File: src/sadc_pkg.sv
/*
  Shared constants and carrier types for the serial converter readout block.
  Assumes a 20 MHz system clock; all timing counts are derived from it.
*/
package sadc_pkg;
  localparam int unsigned CLK_HZ = 20_000_000;
  // Conversion time in nanoseconds and derived cycle count (rounded down, at least one).
  localparam int unsigned CONV_TIME_NS = 7500;
  localparam int unsigned CONV_CYCLES_RAW = (CONV_TIME_NS * (CLK_HZ / 1_000_000)) / 1000;
  localparam int unsigned CONV_CYCLES = (CONV_CYCLES_RAW < 1) ? 1 : CONV_CYCLES_RAW;
  localparam int unsigned RESULT_BITS = 10;
  localparam int unsigned SUB_BITS = 2;
  // Leading one, result and sub-bits.
  localparam int unsigned FRAME_BITS = 1 + RESULT_BITS + SUB_BITS;
  // Cycles per bit trial, so that all twelve trials together fit the conversion time.
  localparam int unsigned TRIAL_CYCLES = CONV_CYCLES / (RESULT_BITS + SUB_BITS);
  localparam int unsigned CNT_W = 9;
  localparam logic [CNT_W-1:0] CONV_CNT_LAST = CNT_W'(CONV_CYCLES - 1);
  localparam logic [3:0] FRAME_LAST = 4'(FRAME_BITS - 1);
  localparam logic [11:0] SUB_RESET = 12'h000;

  // Converter word handed from the conversion engine to the output shifter.
  typedef struct packed {
    logic [RESULT_BITS-1:0] code;
    logic [SUB_BITS-1:0] sub;
  } sadc_word_t;

  // Serial pin group as seen by the block.
  typedef struct packed {
    logic dout_o;
    logic dout_oe;
  } sadc_pin_t;

  typedef enum logic [1:0] {
    SADC_IDLE = 2'b00,
    SADC_CONV = 2'b01,
    SADC_SHIFT = 2'b10,
    SADC_DOWN = 2'b11
  } sadc_state_t;
endpackage

File: src/sadc_buf2.sv
/*
  Two-entry buffer with valid and ready on both sides.
  Assumes one clock and an active-low asynchronous reset already synchronised.
*/
module sadc_buf2
  import sadc_pkg::*;
#(
  parameter int unsigned WIDTH = 12
) (
  // Clock and reset.
  input wire logic clock,
  input wire logic rst_n,
  // Fill side.
  input wire logic in_valid,
  output logic in_ready,
  input wire logic [WIDTH-1:0] in_data,
  // Drain side.
  output logic out_valid,
  input wire logic out_ready,
  output logic [WIDTH-1:0] out_data,
  // Discards the contents.
  input wire logic flush
);
  logic [WIDTH-1:0] mem_q [2];
  logic rd_q;
  logic wr_q;
  logic [1:0] cnt_q;
  logic push;
  logic pop;

  assign in_ready = (cnt_q != 2'd2);
  assign out_valid = (cnt_q != 2'd0);
  assign out_data = mem_q[rd_q];
  assign push = in_valid && in_ready;
  assign pop = out_valid && out_ready;

  always_ff @(posedge clock or negedge rst_n) begin
    if (!rst_n) begin
      mem_q[0] <= '0;
      mem_q[1] <= '0;
    end else if (push) begin
      mem_q[wr_q] <= in_data;
    end
  end

  always_ff @(posedge clock or negedge rst_n) begin
    if (!rst_n) begin
      rd_q <= 1'b0;
      wr_q <= 1'b0;
      cnt_q <= 2'd0;
    end else if (flush) begin
      rd_q <= 1'b0;
      wr_q <= 1'b0;
      cnt_q <= 2'd0;
    end else begin
      if (push) begin
        wr_q <= ~wr_q;
      end
      if (pop) begin
        rd_q <= ~rd_q;
      end
      cnt_q <= 2'(cnt_q + {1'b0, push} - {1'b0, pop});
    end
  end
endmodule

File: src/sadc_top.sv
/*
  Conversion start and serial readout of a 10-bit successive-approximation converter.
  Assumes chip select, serial clock and power-down arrive asynchronously from the pins and are
  sampled by the 20 MHz system clock; the analog decision per bit arrives as a level.
*/
// What this block does
// Select fall holds sample, starts conversion, drives low.
// Master keeps serial clock low during conversion.
// End of conversion shown by output going high.
// Master waits for high or 7.5us first.
// Result held internally, readable any time after.
// Output changes on serial clock falls, MSB first.
// Frame is leading one, ten bits, two sub-bits.
// Extra clocks give zeros and change nothing.
// Master samples output on rising serial clock edges; the master model samples at the end of each high phase.
// Master clock at most 2.1MHz, phases 200ns; the bench clocks most frames at 2.5MHz (400ns period).
// Master gives at least eleven clock cycles.
// Fastest cycle uses 10.5 clocks then deselects.
// Master keeps select high the deselect minimum.
// Aborted conversion needs acquisition time before restart.
// Two bytes: one plus seven bits, then rest.
// Master uses clock polarity and phase zero.
// Result is straight binary, LSB is reference/1024.
// Acquisition minimum is never below 1.5us.
// Power-down low shuts down, high keeps operating.
// Deselected output is high impedance, clock ignored.
module sadc_top #(
  // Cycles per bit trial; twelve trials make up the whole conversion.
  parameter int unsigned CONV_CNT = sadc_pkg::TRIAL_CYCLES
) (
  // System clock and asynchronous active-low reset.
  input wire logic clock,
  input wire logic rstn,
  // Serial pins from the master.
  input wire logic cs_n,
  input wire logic sclk,
  input wire logic power_down_n,
  // Comparator decision for the bit under trial (input above trial level).
  input wire logic cmp_above,
  // Serial data pin, split into output and enable.
  output logic dout,
  output logic dout_oe,
  // Trial code presented to the capacitive DAC and sample hold control.
  output logic [sadc_pkg::RESULT_BITS-1:0] dac_code,
  output logic hold,
  // Operational status.
  output logic active
);
  import sadc_pkg::*;

  localparam logic [CNT_W-1:0] STEP_LAST = CNT_W'(CONV_CNT - 1);

  logic [1:0] rst_sync_q;
  logic rst_n;
  logic [1:0] cs_sync_q;
  logic [1:0] sclk_sync_q;
  logic [1:0] pd_sync_q;
  logic cs_prev_q;
  logic sclk_prev_q;
  logic cs_fall;
  logic sclk_fall;
  logic sel;

  sadc_state_t state_q;
  logic [CNT_W-1:0] tick_q;
  logic [3:0] bit_q;
  logic [RESULT_BITS-1:0] sar_q;
  logic [11:0] result_q;
  logic [3:0] frame_q;
  logic eoc;
  logic step;
  logic buf_valid;
  logic buf_ready;
  logic [11:0] buf_data;
  sadc_word_t word;
  logic sub_hi_q;
  sadc_pin_t pin_q;

  always_ff @(posedge clock or negedge rstn) begin
    if (!rstn) begin
      rst_sync_q <= 2'b00;
    end else begin
      rst_sync_q <= {rst_sync_q[0], 1'b1};
    end
  end
  assign rst_n = rst_sync_q[1];

  always_ff @(posedge clock or negedge rst_n) begin
    if (!rst_n) begin
      cs_sync_q <= 2'b11;
      sclk_sync_q <= 2'b00;
      pd_sync_q <= 2'b11;
      cs_prev_q <= 1'b1;
      sclk_prev_q <= 1'b0;
    end else begin
      cs_sync_q <= {cs_sync_q[0], cs_n};
      sclk_sync_q <= {sclk_sync_q[0], sclk};
      pd_sync_q <= {pd_sync_q[0], power_down_n};
      cs_prev_q <= cs_sync_q[1];
      sclk_prev_q <= sclk_sync_q[1];
    end
  end

  assign sel = ~cs_sync_q[1];
  assign cs_fall = cs_prev_q & ~cs_sync_q[1];
  // Serial clock edges count only while selected.
  assign sclk_fall = sel & sclk_prev_q & ~sclk_sync_q[1];

  // Conversion sequencer.
  assign step = (state_q == SADC_CONV) && (tick_q == STEP_LAST);
  assign eoc = step && (bit_q == 4'd0);

  always_ff @(posedge clock or negedge rst_n) begin
    if (!rst_n) begin
      state_q <= SADC_IDLE;
    end else if (!pd_sync_q[1]) begin
      // Shutdown wins from any state, a running conversion included.
      state_q <= SADC_DOWN;
    end else begin
      case (state_q)
        SADC_IDLE: begin
          if (cs_fall) begin
            state_q <= SADC_CONV;
          end
        end
        SADC_CONV: begin
          if (!sel) begin
            state_q <= SADC_IDLE;
          end else if (eoc) begin
            state_q <= SADC_SHIFT;
          end
        end
        SADC_SHIFT: begin
          if (!sel) begin
            state_q <= SADC_IDLE;
          end
        end
        SADC_DOWN: begin
          state_q <= SADC_IDLE;
        end
        default: begin
          state_q <= SADC_IDLE;
        end
      endcase
    end
  end

  // Bit-trial timer: the conversion time is shared over ten trials plus two sub-trials.
  always_ff @(posedge clock or negedge rst_n) begin
    if (!rst_n) begin
      tick_q <= '0;
    end else if (state_q != SADC_CONV || step) begin
      tick_q <= '0;
    end else begin
      tick_q <= CNT_W'(tick_q + 1'b1);
    end
  end

  // Successive approximation, MSB first; straight binary, one step per reference/1024.
  always_ff @(posedge clock or negedge rst_n) begin
    if (!rst_n) begin
      bit_q <= 4'd0;
      sar_q <= '0;
    end else if (state_q == SADC_IDLE && cs_fall) begin
      bit_q <= 4'(RESULT_BITS + SUB_BITS - 1);
      sar_q <= '0;
    end else if (step) begin
      if (bit_q >= 4'(SUB_BITS)) begin
        sar_q[bit_q - 4'(SUB_BITS)] <= cmp_above;
      end
      bit_q <= 4'(bit_q - 1'b1);
    end
  end

  // Sub-bits are the comparator's last two decisions at the LSB level; the first is kept here.
  always_ff @(posedge clock or negedge rst_n) begin
    if (!rst_n) begin
      sub_hi_q <= 1'b0;
    end else if (state_q == SADC_IDLE && cs_fall) begin
      sub_hi_q <= 1'b0;
    end else if (step && bit_q == 4'd1) begin
      sub_hi_q <= cmp_above;
    end
  end

  // The last decision comes straight from the comparator, so the word is whole at the end.
  assign word = '{code: sar_q, sub: {sub_hi_q, cmp_above}};

  // Finished result waits in the buffer until the shifter is free to take it.
  sadc_buf2 #(
    .WIDTH(12)
  ) u_buf (
    .clock(clock),
    .rst_n(rst_n),
    .in_valid(eoc),
    .in_ready(buf_ready),
    .in_data(word),
    .out_valid(buf_valid),
    .out_ready(state_q == SADC_SHIFT && frame_q == 4'd0),
    .out_data(buf_data),
    .flush(!sel)
  );

  // Result register, held for readout at any later time, at serial clock rates slow enough for the 20 MHz sampling.
  always_ff @(posedge clock or negedge rst_n) begin
    if (!rst_n) begin
      result_q <= SUB_RESET;
    end else if (buf_valid && state_q == SADC_SHIFT && frame_q == 4'd0) begin
      result_q <= buf_data;
    end else if (sclk_fall && state_q == SADC_SHIFT) begin
      result_q <= {result_q[10:0], 1'b0};
    end
  end

  // Frame position: 0 is the leading one, then ten result bits and two sub-bits.
  always_ff @(posedge clock or negedge rst_n) begin
    if (!rst_n) begin
      frame_q <= 4'd0;
    end else if (state_q != SADC_SHIFT) begin
      frame_q <= 4'd0;
    end else if (sclk_fall && frame_q != 4'hf) begin
      frame_q <= 4'(frame_q + 1'b1);
    end
  end

  // Output pin: low in conversion, high at end, then bits on falls, zeros after frame.
  always_ff @(posedge clock or negedge rst_n) begin
    if (!rst_n) begin
      pin_q <= '0;
    end else begin
      case (state_q)
        SADC_CONV: begin
          pin_q <= '{dout_o: eoc, dout_oe: sel};
        end
        SADC_SHIFT: begin
          if (!sel) begin
            pin_q <= '0;
          end else if (sclk_fall) begin
            // The first fall already shows the MSB; the leading one stands before it.
            pin_q <= '{dout_o: (frame_q < FRAME_LAST) ? result_q[11] : 1'b0,
                       dout_oe: 1'b1};
          end else if (frame_q == 4'd0) begin
            pin_q <= '{dout_o: 1'b1, dout_oe: 1'b1};
          end
        end
        SADC_IDLE: begin
          pin_q <= '{dout_o: 1'b0, dout_oe: cs_fall && pd_sync_q[1]};
        end
        default: begin
          pin_q <= '0;
        end
      endcase
    end
  end

  always_ff @(posedge clock or negedge rst_n) begin
    if (!rst_n) begin
      dout <= 1'b0;
      dout_oe <= 1'b0;
      dac_code <= '0;
      hold <= 1'b0;
      active <= 1'b0;
    end else begin
      dout <= pin_q.dout_o;
      dout_oe <= pin_q.dout_oe;
      dac_code <= (bit_q >= 4'(SUB_BITS)) ?
                  (sar_q | (RESULT_BITS'(1) << (bit_q - 4'(SUB_BITS)))) : sar_q;
      hold <= (state_q == SADC_CONV);
      active <= (state_q != SADC_DOWN);
    end
  end
endmodule

File: config.mk
export PLATFORM = sky130hd
export DESIGN_NAME = sadc_top
export DESIGN_NICKNAME = d
export VERILOG_FILES = /design/src/sadc_pkg.sv /design/src/sadc_buf2.sv /design/src/sadc_top.sv
export SDC_FILE = /design/constraint.sdc
export NUM_CORES = 1
export LEC_CHECK = 0
export ABC_AREA = 1
export BUFFER_PORTS_ARGS = -buffer_cell sky130_fd_sc_hd__buf_2
export CAP_MARGIN = 0
export CELL_PAD_IN_SITES_DETAIL_PLACEMENT = 0
export CELL_PAD_IN_SITES_GLOBAL_PLACEMENT = 2
export CORE_MARGIN = 4
export CORE_UTILIZATION = 30
export CTS_BUF_LIST = sky130_fd_sc_hd__clkbuf_8 sky130_fd_sc_hd__clkbuf_16
export CTS_CLUSTER_DIAMETER = 120
export DETAILED_ROUTE_END_ITERATION = 16
export PLACE_DENSITY_LB_ADDON = 0.1
export SLEW_MARGIN = 10
export SYNTH_ARGS = -nofsm -noshare
export SYNTH_HDL_FRONTEND = slang
export SYNTH_SLANG_ARGS = --single-unit
File: constraint.sdc
create_clock -name clock -period 3.3 [get_ports clock]
set_input_delay 0.33 -clock clock [delete_from_list [all_inputs] [get_ports clock]]
set_output_delay 0.33 -clock clock [all_outputs]
set_load 0.005 [all_outputs]
== Word level (Yosys, flattened, before mapping) ==
Index checks and enable logic that the tools add are counted.
Storage, ports and cells
  register bits: 96
  bits of input ports: 6
  output and inout port bits: 14
  word-level logic and storage cells: 129
Cells by class
  add/sub/neg operators: 6
  order comparisons: 7
  equality and inequality tests: 14
  shift operators: 1
  mux-type cells: 38
  bitwise logic cells: 10
  reductions and logical operators: 28
Operator list (number)
  $mux 12: 6
  $mux 10: 4
  $bwmux 24: 1
  $mux 2: 9
  $mux 4: 4
  $reduce_bool 2->1: 8
  $logic_and 1x1->1: 14
  $demux 12 s1: 1
  $bwmux 10: 1
  $or 10x10->10: 1
  $shl 1x4->10 const A: 1
  $add 9x1->9 const B: 1
  $eq 9x4->1 const B: 1
  $mux 9: 1
  $logic_not 4->1: 2
  $mux 1: 8
  $ne 4x3->1 const B: 2
  $pmux 2 s4: 1
  $ne 2x2->1 const B: 3
  $ne 3x3->1 const B: 2
  $pmux 2 s3: 1
  $lt 4x5->1 const B: 1
  $add 4x1->4 const B: 1
  $demux 1 s4: 1
  21 further kinds: 29

== Logic depth before layout (Yosys ltp) ==
Gate-level depths: netlist of run 1.
  depth after elaboration: 9
  gate-level depth with buffers: 12
  gate-level depth less buffers: 12

== Hierarchy ==
Synthesis of run 1 repeated with hierarchy kept, for this count alone.
Unflattened totals
  cell total of the unflattened synthesis: 574
  area, all modules: 4728.3 um2
By module, submodules not included
  sadc_top: instances 1, cells each 396, area each 3338.2 um2, sequential area each 1707.9 um2
  sadc_buf2: instances 1, cells each 178, area each 1390.1 um2, sequential area each 700.7 um2

== Least setup slack after synthesis of run 1 ==
Ideal clock, no wire load.
  path kind: reg-to-reg
  from: register frame_q[0]
  to: register u_buf.cnt_q[1]
  setup time: 0.118 ns
  arrival: 1.768 ns
  data required time: 3.182 ns
  path slack: 1.414 ns
  cell stages (with the launch flop): 13
  path buffers: 1
  clock period less this slack: 1.886 ns
  path through: dfrtp_1 > inv_1 > ha_1 > nand3_1 > nor2_1 > nand2_1 > inv_1 > buf_2 > ha_1 > inv_1 > ha_1 > xor2_1 > nor2_1
Between the ends
  cells in the longest elaborated chain, start to end: 5
RTL lines
  start: declaration: line sadc_top.sv:69  | logic [3:0] frame_q;
  start signal: assignment: line sadc_top.sv:222  | frame_q <= 4'(frame_q + 1'b1);
  $logic_not 4->1: line sadc_top.sv:199  | .out_ready(state_q == SADC_SHIFT && frame_q == 4'd0),
  $logic_and 1x1->1: line sadc_top.sv:199
  $logic_and 1x1->1: line sadc_buf2.sv:35  | assign pop = out_valid && out_ready;
  $sub 2x1->2: line sadc_buf2.sv:62  | cnt_q <= 2'(cnt_q + {1'b0, push} - {1'b0, pop});
  $mux 2: line sadc_buf2.sv:51  | end else if (flush) begin
  end signal: assignment: line sadc_buf2.sv:62
  end: declaration: line sadc_buf2.sv:27  | logic [1:0] cnt_q;
Every way passes these cells.
A chain may end at the register's enable or synchronous reset.

== Worst setup path after layout of run 1 ==
Ends and elaborated chain as after synthesis.

==> results of run 1 <==
-- per-stage QoR --
step / setup WS [ns] / std cells / total power (µW)
3_3_place_gp: 1.01 / 735 / 1710
2_1_floorplan: 0.437 / 545 / 1580
5_1_grt: 0.781 / 752 / 2960
6_report: 1.05 / 752 / 2790
4_1_cts: 1.02 / 752 / 2840
3_5_place_dp: 1.04 / 735 / 1710
-- layout make-up --
| type | count | share of cell area (%) |
|---|---|---|
| clock buffer | 13 | 5.42 |
| clock inverter | 3 | 0.750 |
| inverter | 71 | 5.15 |
| multi-input combinational | 361 | 34.9 |
| sequential | 96 | 46.7 |
| tap | 184 | 4.45 |
| timing repair buffer | 24 | 2.61 |
-- critical path: cells and delay by family (launching register included) --
kind / cells / cell delay, ns
flip-flops: 1 / 0.41
AND/OR/NAND/NOR: 4 / 0.32
adder cells (fa/ha/maj): 3 / 0.61
buffers and inverters: 4 / 0.66
XOR/XNOR: 1 / 0.15
-- synth_stat cells --
master	instances
dfrtp_1	91
nand3_4	1
nand3_2	2
xor2_1	1
o21bai_1	2
nor2_2	2
nor2_1	39
inv_2	3
or2_2	11
buf_2	4
inv_1	67
buf_4	2
nand3_1	49
clkinv_1	1
ha_1	13
a21oi_1	8
nor3b_1	1
nand4_1	30
nor2_4	2
dfstp_2	5
nor2_8	1
conb_1	1
buf_6	1
xnor2_1	1
o31ai_1	1
clkbuf_1	10
nor3_1	6
o211ai_1	12
o21ai_0	19
nand2_1	159
-- state kept, by name (all words and copies together) (netlist names), 4 cells and up --
register and flops:
frame_q 4, bit_q 4, sar_q 10, result_q 12, dac_code 10, u_buf.mem_q 24
tick_q 9
-- power by group --
group          leakage [µW]  switching, µW  internal, µW
Sequential          0.00115           88.2          1280
Clock              0.000163            441           667
Combinational       0.00128            194           118
Total               0.00260            723          2070
-- how the worst max path moves through the flow --
stage	end	slack, ns
6_report	u_buf.cnt_q[1]	1.05
5_1_grt	u_buf.mem_q[13]	0.78
4_1_cts	u_buf.cnt_q[1]	1.02
3_5_place_dp	u_buf.cnt_q[1]	1.04
3_3_place_gp	u_buf.cnt_q[1]	1.01
2_1_floorplan	active	0.44
-- repair_timing --
| item | in CTS | in global routing |
|---|---|---|
| endpoints found under the hold margin | 2 | 0 |
| endpoints found under the setup margin | 0 | 0 |
| hold buffers | 1 | 0 |
-- cell usage in the layout (no fill, tap or decap), drive strengths merged --
cell type / Yosys / routed
clkbuf: 10 / 13
xnor2: 1 / 1
xor2: 1 / 1
dlygate4sd3: 0 / 1
or2: 11 / 11
dfstp: 5 / 5
dfrtp: 91 / 91
o31ai: 1 / 1
nor3: 6 / 6
nor2: 44 / 44
a21oi: 8 / 8
nor3b: 1 / 1
nand2: 159 / 159
o211ai: 12 / 12
conb: 1 / 1
o21bai: 2 / 2
o21ai: 19 / 19
inv: 70 / 71
ha: 13 / 13
buf: 7 / 23
bufinv: 0 / 1
nand3: 52 / 52
nand4: 30 / 30
clkinv: 1 / 2
-- kinds of logic (layout without fill, tap and decap cells) --
group,after synthesis,after routing,share of synthesized area [%]
simple gates,303,303,30.1
flops,96,96,52.8
buf+inv,88,111,7.67
compound gates,42,42,5.43
fa+ha+maj,13,13,3.56
xor+xnor,2,2,0.384
other cells,1,1,0.0821
-- metal layers --
layer  vias to the layer above  GRT usage [%]  share of wire, %  wire length (µm)
met5                         -              0                 0                 0
met3                        16           2.29               2.6               274
met2                        42           19.9                44              4710
li1                       1778              -                 -                 -
met1                      1624           18.2                51              5370
met4                         0           5.60               2.2               233
==> results, run 1 <==
- The flow ran to the end, and the final reports show no timing, DRC or antenna violations.
- The count of nets left with antenna violations after detail routing is 0.
- The endpoint type of the worst setup path is a flip-flop.
- Summed over all instances, the cell type with the most area after synthesis is dfrtp_1.
- The H-tree was split into 3 levels.
- In the routed design, unresolved DRC markers number 0.
- Walking the worst path, the cells encountered are inv_1 > ha_1 > nand3_1 > nor2_1 > nand2_1 > buf_4 > inv_1 > ha_1 > inv_1 > ha_1 > xor2_1 > nor2_1.
- The synthesized netlist cell count is 545.
- Entering global routing, the biggest net connects 53 pins.
- Routability-driven placement finished with a final weighted congestion of 0.731.
- The standard cell with the maximum stage delay on the critical path is dfrtp_1.
- The synthesis-to-finish area growth is 13.2%.
- The slew at the pin with the worst max-slew slack is 0.702 ns.
- The power density of the placed cells is 540 nW/µm².
- Synthesis instantiated 30 different standard cells from the library.
- In this run the deepest clock path goes through 2 buffers.
- The worst setup path is launched from a flip-flop.
- The die boundary height is 131 µm.
- The detailed-router iteration count before antenna repair is 4.
- The synthesized netlist occupies a cell area of 4570 µm².
- Summing all multi-input logic gate instances after layout gives 1810 µm².
- The count of filler cells inserted in the layout is 1514.
- Detailed placement ended at an HPWL of 7520 µm.
- The number of max-capacitance violations reported is 0.
- The core area is 14700 µm².
- Cells fill 35.2% of the core in the end.
- Setup repair after global routing left no endpoint under its margin.
- In this run the worst path has a maximum fanout of 16.
- The type of the most critical hold path is in2reg.
- The sequential-to-total area share from yosys stat is 52.8%.
- The total placed instance area is 4840 µm².
- The sink count of the clock tree is 96.
- Measured against its own limit, the worst slew margin works out to 53.1%.
- The number of hold violations in the final report is 0.
- The max-slew violation count is 0.
- The endpoint arrival time on the critical path is 2.48 ns.
- TritonCTS built the clock tree.
- The average routed wire per standard cell is 14.1 µm.
- Clock-pin slew was measured on the worst setup and hold paths at 0.07 ns.
- For this run, the total global-route usage over all layers was measured as 13.0%.
- The count of state elements after synthesis is 96.
- The number of cells traversed by the worst register-to-register path is 12.
- Buffers added to address setup during post-CTS repair amount to 0.
- The worst reg2reg path endpoint is u_buf.cnt_q[1].
- The worst hold path startpoint is cs_n.
- The required time of the critical path is 3.53 ns.
- Setup violations remaining at the end of the flow were counted as 0.
- On the final layout, the worst hold slack is 0.0864 ns.
- In this run the critical register-to-register path is launched from frame_q[0].
- Counting instances, the worst hold path has a depth of 1.
- The via count of the first global-routing pass is 3437.
- The post-route setup TNS is 0 ns.
- The boundary pin count is 20.
- The worst register-to-register path has a setup slack of 1.05 ns.
- Based on the critical path, the design can be clocked at up to 0.445 GHz.
- For this block, the initial DRC count from the detailed router was 139.
- Row generation in the floorplan step produced 44 rows.
- The final critical path time including I/O delays and setup is 2.25 ns.
- The peak supply drop is 0.208 mV.
- The floorplan step defined a die boundary enclosing 17300 µm².
- The total non-filler cell area in the finished layout is 5170 µm².
- The die span in x is 131 µm.
- In the post-synthesis netlist, the biggest area contributors are dfrtp_1, nand2_1, inv_1, nand3_1, nand4_1.
- For this run the aggregate overflow at the end of global routing stands at 0.
- The initial utilization of the core area, before any placement, comes to 31.1%.
- The clock tree skew after final layout is 0.00625 ns.
- Port buffering added 19 buffers.
- Gates resized during post-CTS repair numbered 0.
- Clock tree synthesis selected as its root buffer the cell clkbuf_16.
- The number of nets in the synthesized netlist is 564.
- The initial antenna violation count is 0.
- Of the cells placed in the final design, the portion with a size suffix greater than 1 is 11.6%.
- The count of vias placed by the detailed router is 3460.
- The leakage component of the power is 0.00260 µW.
- Wires add up to 10600 µm.
- The biggest cell delay along the critical path is 0.41 ns.
- The clock latency on the worst-skew pair is 0.34 ns.
- The terminating pin of the worst hold path is cs_sync_q[0].
- After the last flow step, the layout net total stands at 582.
- The fraction of post-synthesis cell area in the top cell type by area is 49.9%.
- The number of vias per cell after detailed routing is 4.60.
- The first-pass GRT wire length is 18100 µm.
- The average size of a mapped cell is 8.38 µm².
- The critical path is of the reg2reg type.
- TritonCTS created 9 clock buffers.
- During synthesis, Yosys emitted a total of 0 warnings.
- The final critical path takes up 68.1% of the cycle.
- The sequential standard cell area is 2410 µm².
- The critical path starts at frame_q[0].
- The number of antenna diodes is 0.
(Power assumes the default switching activity.)
==> run 2, diff against run 1 <==
Clock period 3.3 ns to 2.25 ns, I/O delays scaled along.
==> results, run 2 (same netlist as run 1, synthesis figures left out) <==
- The run finished with clean final reports.
- Clock tree synthesis selected as its root buffer the cell clkbuf_16.
- The post-detailed-route DRC marker count is 0 (unchanged).
- The endpoint arrival time on the critical path was 2.27 ns (-0.21 ns).
- The power density of the placed cells came to 773 nW/µm² (+43%).
- The most common cell after layout, fill and taps aside is nand2_1.
- The net count of the finished layout is 595 (+2.2%).
- The peak supply drop is 0.338 mV (+63%).
- The average routed wire per standard cell is 14.1 µm (-0.22%).
- The number of hold violations in the final report is 0 (unchanged).
- The clock tree from TritonCTS is done.
- The clock latency on the worst-skew pair is 0.34 ns (about the same).
- The final worst setup slack was 0.212 ns (-0.839 ns).
- The minimum setup slack after placement was 0.183 ns (-0.855 ns).
- The boundary pin count is 20 (unchanged).
- The overall die area came to 17300 µm² (unchanged).
- The global routing usage summed across all routing layers is 13.5% (+0.45 points).
- Setup repair after global routing left no endpoint under its margin.
- The maximum root-to-sink buffer count is 2 (unchanged).
- The endpoint type of the worst setup path is a flip-flop.
- The count of endpoints failing setup in the final report is 0 (unchanged).
- The overall overflow remaining after global route is 0 (unchanged).
- The initial antenna violation count is 0 (unchanged).
- The die span in x came to 131 µm (unchanged).
- The count of filler cells inserted in the layout is 1509 (-0.33%).
- The flip-flop count of the largest register, all copies and words added was 24 (unchanged).
- The startpoint of the most critical register-to-register path is bit_q[1].
- The library cells used most frequently in the layout, excluding fill and tap cells, are nand2_1, dfrtp_1, inv_1.
- The synthesis-to-finish area growth is 15.6%.
- The reg2reg setup slack came to 0.21 ns (-0.84 ns).
- In the final layout, the registers with the most flip-flops are u_buf.mem_q x24, result_q x12.
- The sink count of the clock tree is 96 (unchanged).
- The total of buffers placed on input and output ports came to 19 (unchanged).
- The required time of the critical path is 2.48 ns (-1.05 ns).
- The leakage component of the power is 0.00265 µW (+2.2%).
- The ratio of cells with drive above 1 in the final layout is 12.6% (+0.97 points).
- The detailed router's first-iteration violation count was 164 (+18%).
- The die boundary height was 131 µm (unchanged).
- The final critical path time including I/O delays and setup is 2.04 ns (-0.211 ns).
- The count of nets left with antenna violations after detail routing was 0 (unchanged).
- The number of vias per cell after detailed routing is 4.57 (-0.66%).
- The core area came to 14700 µm² (unchanged).
- The count of buffers added by post-CTS timing repair for setup was 0 (unchanged).
- The min-delay analysis places its worst path in the category in2async.
- The post-route setup TNS is 0 ns (unchanged).
- The kind of start point of the critical path is a flip-flop.
- The clock tree skew after final layout is 0.00467 ns (-0.00158 ns).
- The pin count of the biggest net entering global routing was 38 (-28%).
- The site row count is 44 (unchanged).
- The detailed-router iteration count before antenna repair is 4 (unchanged).
- The number of cells traversed by the worst register-to-register path came to 9 (-3).
- The worst reg2reg path endpoint is u_buf.mem_q[19].
- The first-pass GRT wire length is 18800 µm (+3.8%).
- The count of vias placed by the detailed router came to 3492 (+0.92%).
- The wire length reported by the detailed router is 10700 µm (+1.4%).
- The number of max-capacitance violations reported is 0 (unchanged).
- The register with the highest flop count is u_buf.mem_q.
- The highest clock frequency the design can meet is 0.491 GHz (+10%).
- The share of the clock period used by the worst path is 90.6% (+22 points).
- The total chip power is 4080 µW (+46%).
- The effective utilization at floorplan was 31.1% (unchanged).
- The hold slack is 0.191 ns (+0.105 ns).
- The TritonCTS buffer count is 9 (unchanged).
- The maximum fanout along the worst path is 12 (-4).
- The clock transition at the register clock pins on the worst setup and hold paths after CTS came to 0.06 ns (about the same).
- The via count of the first global-routing pass is 3521 (+2.4%).
- The number of antenna diodes is 0 (unchanged).
- The number of levels the H-tree was split into is 3 (unchanged).
- The category of the critical setup timing path is reg2reg.
- The max-slew violation count is 0 (unchanged).
- The HPWL after detailed placement came to 7670 µm (+2.0%).
- The final RePlAce weighted congestion was 0.725 (-0.85%).
==> run 2: changes by cell type in the layout (fill, tap and decap cells not counted), sizes merged <==
cell	change
clkbuf	-4
clkinv	-1
buf	+10
bufinv	+1
inv	+2
clkinvlp	+1
dlygate4sd3	+3
==> run 2: worst max-delay path, stage by stage, from the launching register on <==
cell	delay, ns
dfrtp_1	0.45
inv_1	0.18
ha_1	0.17
inv_1	0.06
nor2_1	0.22
inv_1	0.19
nor2_8	0.21
nand3_2	0.25
nand2_1	0.14
nand2_1	0.05
==> run 2: worst max-delay path by stage <==
| stage | start | endpoint | slack, ns | cells after the start |
|---|---|---|---|---|
| floorplan | frame_q[0] | u_buf.cnt_q[1] | 0.36 | 12 |
| global placement | bit_q[1] | u_buf.mem_q[7] | 0.24 | 9 |
| detailed placement | bit_q[1] | u_buf.mem_q[7] | 0.18 | 9 |
| CTS | bit_q[1] | u_buf.mem_q[7] | 0.16 | 9 |
| global route | bit_q[1] | u_buf.mem_q[14] | 0.01 | 9 |
| finish | bit_q[1] | u_buf.mem_q[19] | 0.21 | 9 |
==> run 2: metrics by stage <==
stage                     instances  util (%)  instance area [µm²]
after CTS                       764      35.9                 5270
final                           764      35.9                 5280
after detailed placement        745      33.5                 4930
after global routing            764      35.9                 5280
after global placement          745      33.5                 4930
after floorplan                 545         -                 4570
==> run 2: what timing repair did <==
action,4_1_cts,5_1_grt
resized for setup,0,1
hold buffers,4,0
hold endpoints to repair,5,0
endpoints found under the setup margin,0,6
==> run 2: per-layer routing <==
| metal | vias up | track usage [%] | part of all wire [%] |
|---|---|---|---|
| li1 | 1813 | - | - |
| met1 | 1633 | 19.2 | 52 |
| met2 | 34 | 20.5 | 44 |
| met3 | 12 | 2.29 | 2.5 |
| met4 | 0 | 5.43 | 1.6 |
| met5 | - | 0 | 0 |
==> run 2: where the power goes <==
| part | switching (µW) | internal [µW] |
|---|---|---|
| registers | 119 | 1880 |
| logic | 288 | 183 |
| clock network | 651 | 956 |
| total | 1060 | 3020 |
==> run 2: layout make-up <==
type                    instances  area (µm²)  area share, %
flip-flops and latches         96        2410           45.7
multi-input cells             361        1810           34.4
inverters                      71         267           5.05
repair buffers                 37         253           4.79
well taps                     184         230           4.36
clock buffers                   9         225           4.27
clock inverters                 6        78.8           1.49
==> run 3, diff against run 2 <==
Settings changed: CORE_UTILIZATION 30 to 38.
==> results, run 3 (same netlist as run 1, synthesis figures left out) <==
- The hold buffer count at cts was 4 (unchanged).
- Setup repair after global routing left no endpoint under its margin.
- The reg2reg setup slack came to 0.29 ns (+0.08 ns).
- The type of the most critical hold path is in2async.
- The most common cell after layout, fill and taps aside is nand2_1.
- The largest registers in the layout are u_buf.mem_q x24, result_q x12.
- TritonCTS built the clock tree.
- The peak supply drop is 0.452 mV (+34%).
- The final RePlAce weighted congestion was 0.753 (+3.8%).
- The normalized max-slew margin is 56.3%.
- The number of vias per cell after detailed routing is 4.80 (+5.0%).
- The die boundary height came to 118 µm (-10%).
- The top cell types in the final layout, fill and taps aside, are nand2_1, dfrtp_1, inv_1.
- The count of vias placed by the detailed router is 3455 (-1.1%).
- The HPWL after detailed placement is 7000 µm (-8.8%).
- The average routed wire per standard cell is 13.4 µm (-4.6%).
- The detailed-router iteration count before antenna repair is 4 (unchanged).
- The post-route setup TNS is 0 ns (unchanged).
- The final critical path time including I/O delays and setup is 1.96 ns (-0.0758 ns).
- u_buf.mem_q holds more flip-flops than any other register.
- The max-slew violation count came to 0 (unchanged).
- The number of antenna diodes was 0 (unchanged).
- The endpoint arrival time on the critical path is 2.19 ns (-0.08 ns).
- The endpoint type of the worst setup path is a flip-flop.
- The ratio of cells with drive above 1 in the final layout came to 12.3% (-0.28 points).
- The count of endpoints failing setup in the final report is 0 (unchanged).
- The worst setup path is launched from a flip-flop.
- The count of nets left with antenna violations after detail routing came to 0 (unchanged).
- The power density of the placed cells is 755 nW/µm² (-2.3%).
- The number of levels the H-tree was split into is 3 (unchanged).
- The global routing usage summed across all routing layers is 15.2% (+1.7 points).
- The category of the critical setup timing path is reg2reg.
- The run finished with clean final reports.
- The leakage component of the power is 0.00263 µW (-1.1%).
- The highest clock frequency the design can meet is 0.510 GHz (+3.9%).
- The biggest cell delay along the critical path is 0.45 ns (about the same).
- The net count of the finished layout is 591 (-0.67%).
- The flip-flop count of the largest register, all copies and words added is 24 (unchanged).
- The slew at the pin with the worst max-slew slack is 0.656 ns.
- The site row count is 39 (-11%).
- The effective utilization at floorplan is 39.5% (+8.4 points).
- The cell with the most instances on the worst path is inv_1.
- The critical path goes through inv_1 > ha_1 > inv_1 > nor2_1 > inv_1 > nor2_8 > nand3_2 > nand2_1 > nand2_1.
- The clock latency on the worst-skew pair was 0.34 ns (about the same).
- The TritonCTS buffer count was 9 (unchanged).
- The initial antenna violation count came to 0 (unchanged).
- The first-pass GRT wire length is 17200 µm (-8.4%).
- On the critical path, the stage with the largest delay is an instance of dfrtp_1.
- The maximum root-to-sink buffer count is 2 (unchanged).
- The count of buffers added by post-CTS timing repair for setup is 0 (unchanged).
- The total of buffers placed on input and output ports is 19 (unchanged).
- The maximum fanout along the worst path is 13 (+1).
- The share of the clock period used by the worst path is 87.2% (-3.4 points).
- The number of max-capacitance violations reported came to 0 (unchanged).
- The boundary pin count was 20 (unchanged).
- The number of hold violations in the final report is 0 (unchanged).
- In this run the clock root is driven by a clkbuf_16.
- The synthesis-to-finish area growth is 13.3%.
- The overall overflow remaining after global route is 0 (unchanged).
- The via count of the first global-routing pass came to 3432 (-2.5%).
- The detailed router's first-iteration violation count came to 179 (+9.1%).
- The overall die area came to 13800 µm² (-20%).
- The sink count of the clock tree came to 96 (unchanged).
- The required time of the critical path is 2.48 ns (about the same).
- The core area is 11600 µm² (-21%).
- The core occupancy in the finished layout came to 44.7% (+8.8 points).
- The wire length reported by the detailed router is 9660 µm (-10%).
- The count of filler cells inserted in the layout is 1186 (-21%).
- The post-detailed-route DRC marker count is 0 (unchanged).
- The pin count of the biggest net entering global routing was 50 (+32%).
- The clock tree skew after final layout is 0.00506 ns (+0.000392 ns).
- The post-cts resize count is 0 (unchanged).
- The clock transition at the register clock pins on the worst setup and hold paths after CTS was 0.06 ns (about the same).
- The die span in x is 118 µm (-10%).
==> run 3: cell types whose count changed in the layout (fill, tap and decap cells not counted) <==
cell       before  now
clkinv_2        0    1
inv_1          70   69
nand3_2         1    2
buf_4          13    9
bufinv_16       2    0
nand3_4         2    1
clkbuf_8        0    3
==> run 3: cell type report <==
cell class | count | area (µm²) | area share (%)
inverter | 71 | 267 | 5.15
clock buffer | 12 | 267 | 5.15
timing repair buffer | 33 | 223 | 4.30
multi-input combinational | 361 | 1810 | 34.9
clock inverter | 4 | 20.0 | 0.387
tap | 143 | 179 | 3.46
sequential | 96 | 2410 | 46.6
==> run 3: path summary, 6_finish.rpt <==
| path | startpoint | endpoint | depth (start not counted) |
|---|---|---|---|
| max reg2reg | bit_q[1] | u_buf.mem_q[0] | 9 |
| min in group clock | cmp_above | u_buf.mem_q[0] | 3 |
| max in group asynchronous | rst_sync_q[1] | sar_q[3] | 1 |
| min reg2reg | rst_sync_q[0] | rst_sync_q[1] | 0 |
| max | bit_q[1] | u_buf.mem_q[0] | 9 |
| min | rstn | rst_sync_q[0] | 2 |
==> run 3: worst max-delay path: cells and delay by family (launching register included) <==
family	cells	cell delay, ns
AND/OR/NAND/NOR	5	0.84
adder cells (fa/ha/maj)	1	0.18
flip-flops	1	0.45
buffers and inverters	3	0.40
==> run 3: power breakdown <==
group	switching, µW	internal (µW)
combinational	278	181
sequential	127	1880
clock	606	830
==> run 3: metrics by stage <==
step	setup slack, ns	power [µW]	std cells	hold WS [ns]	cell area [µm²]
final	0.288	3910	720	0.188	5170
after global routing	0.0746	4140	720	0.183	5170
after detailed placement	0.262	2510	700	0.0131	4850
after CTS	0.251	3980	720	0.173	5170
after global placement	0.375	2500	700	0.00932	4850
after floorplan	0.364	2310	545	-0.0706	4570
==> run 3: layer usage <==
metal  track usage (%)  up-vias  part of all wire [%]
met3              2.31       11                   1.5
li1                  -     1807                     -
met4              5.93        0                   1.9
met5                 0        -                     0
met2              22.9       18                    44
met1              21.9     1619                    52
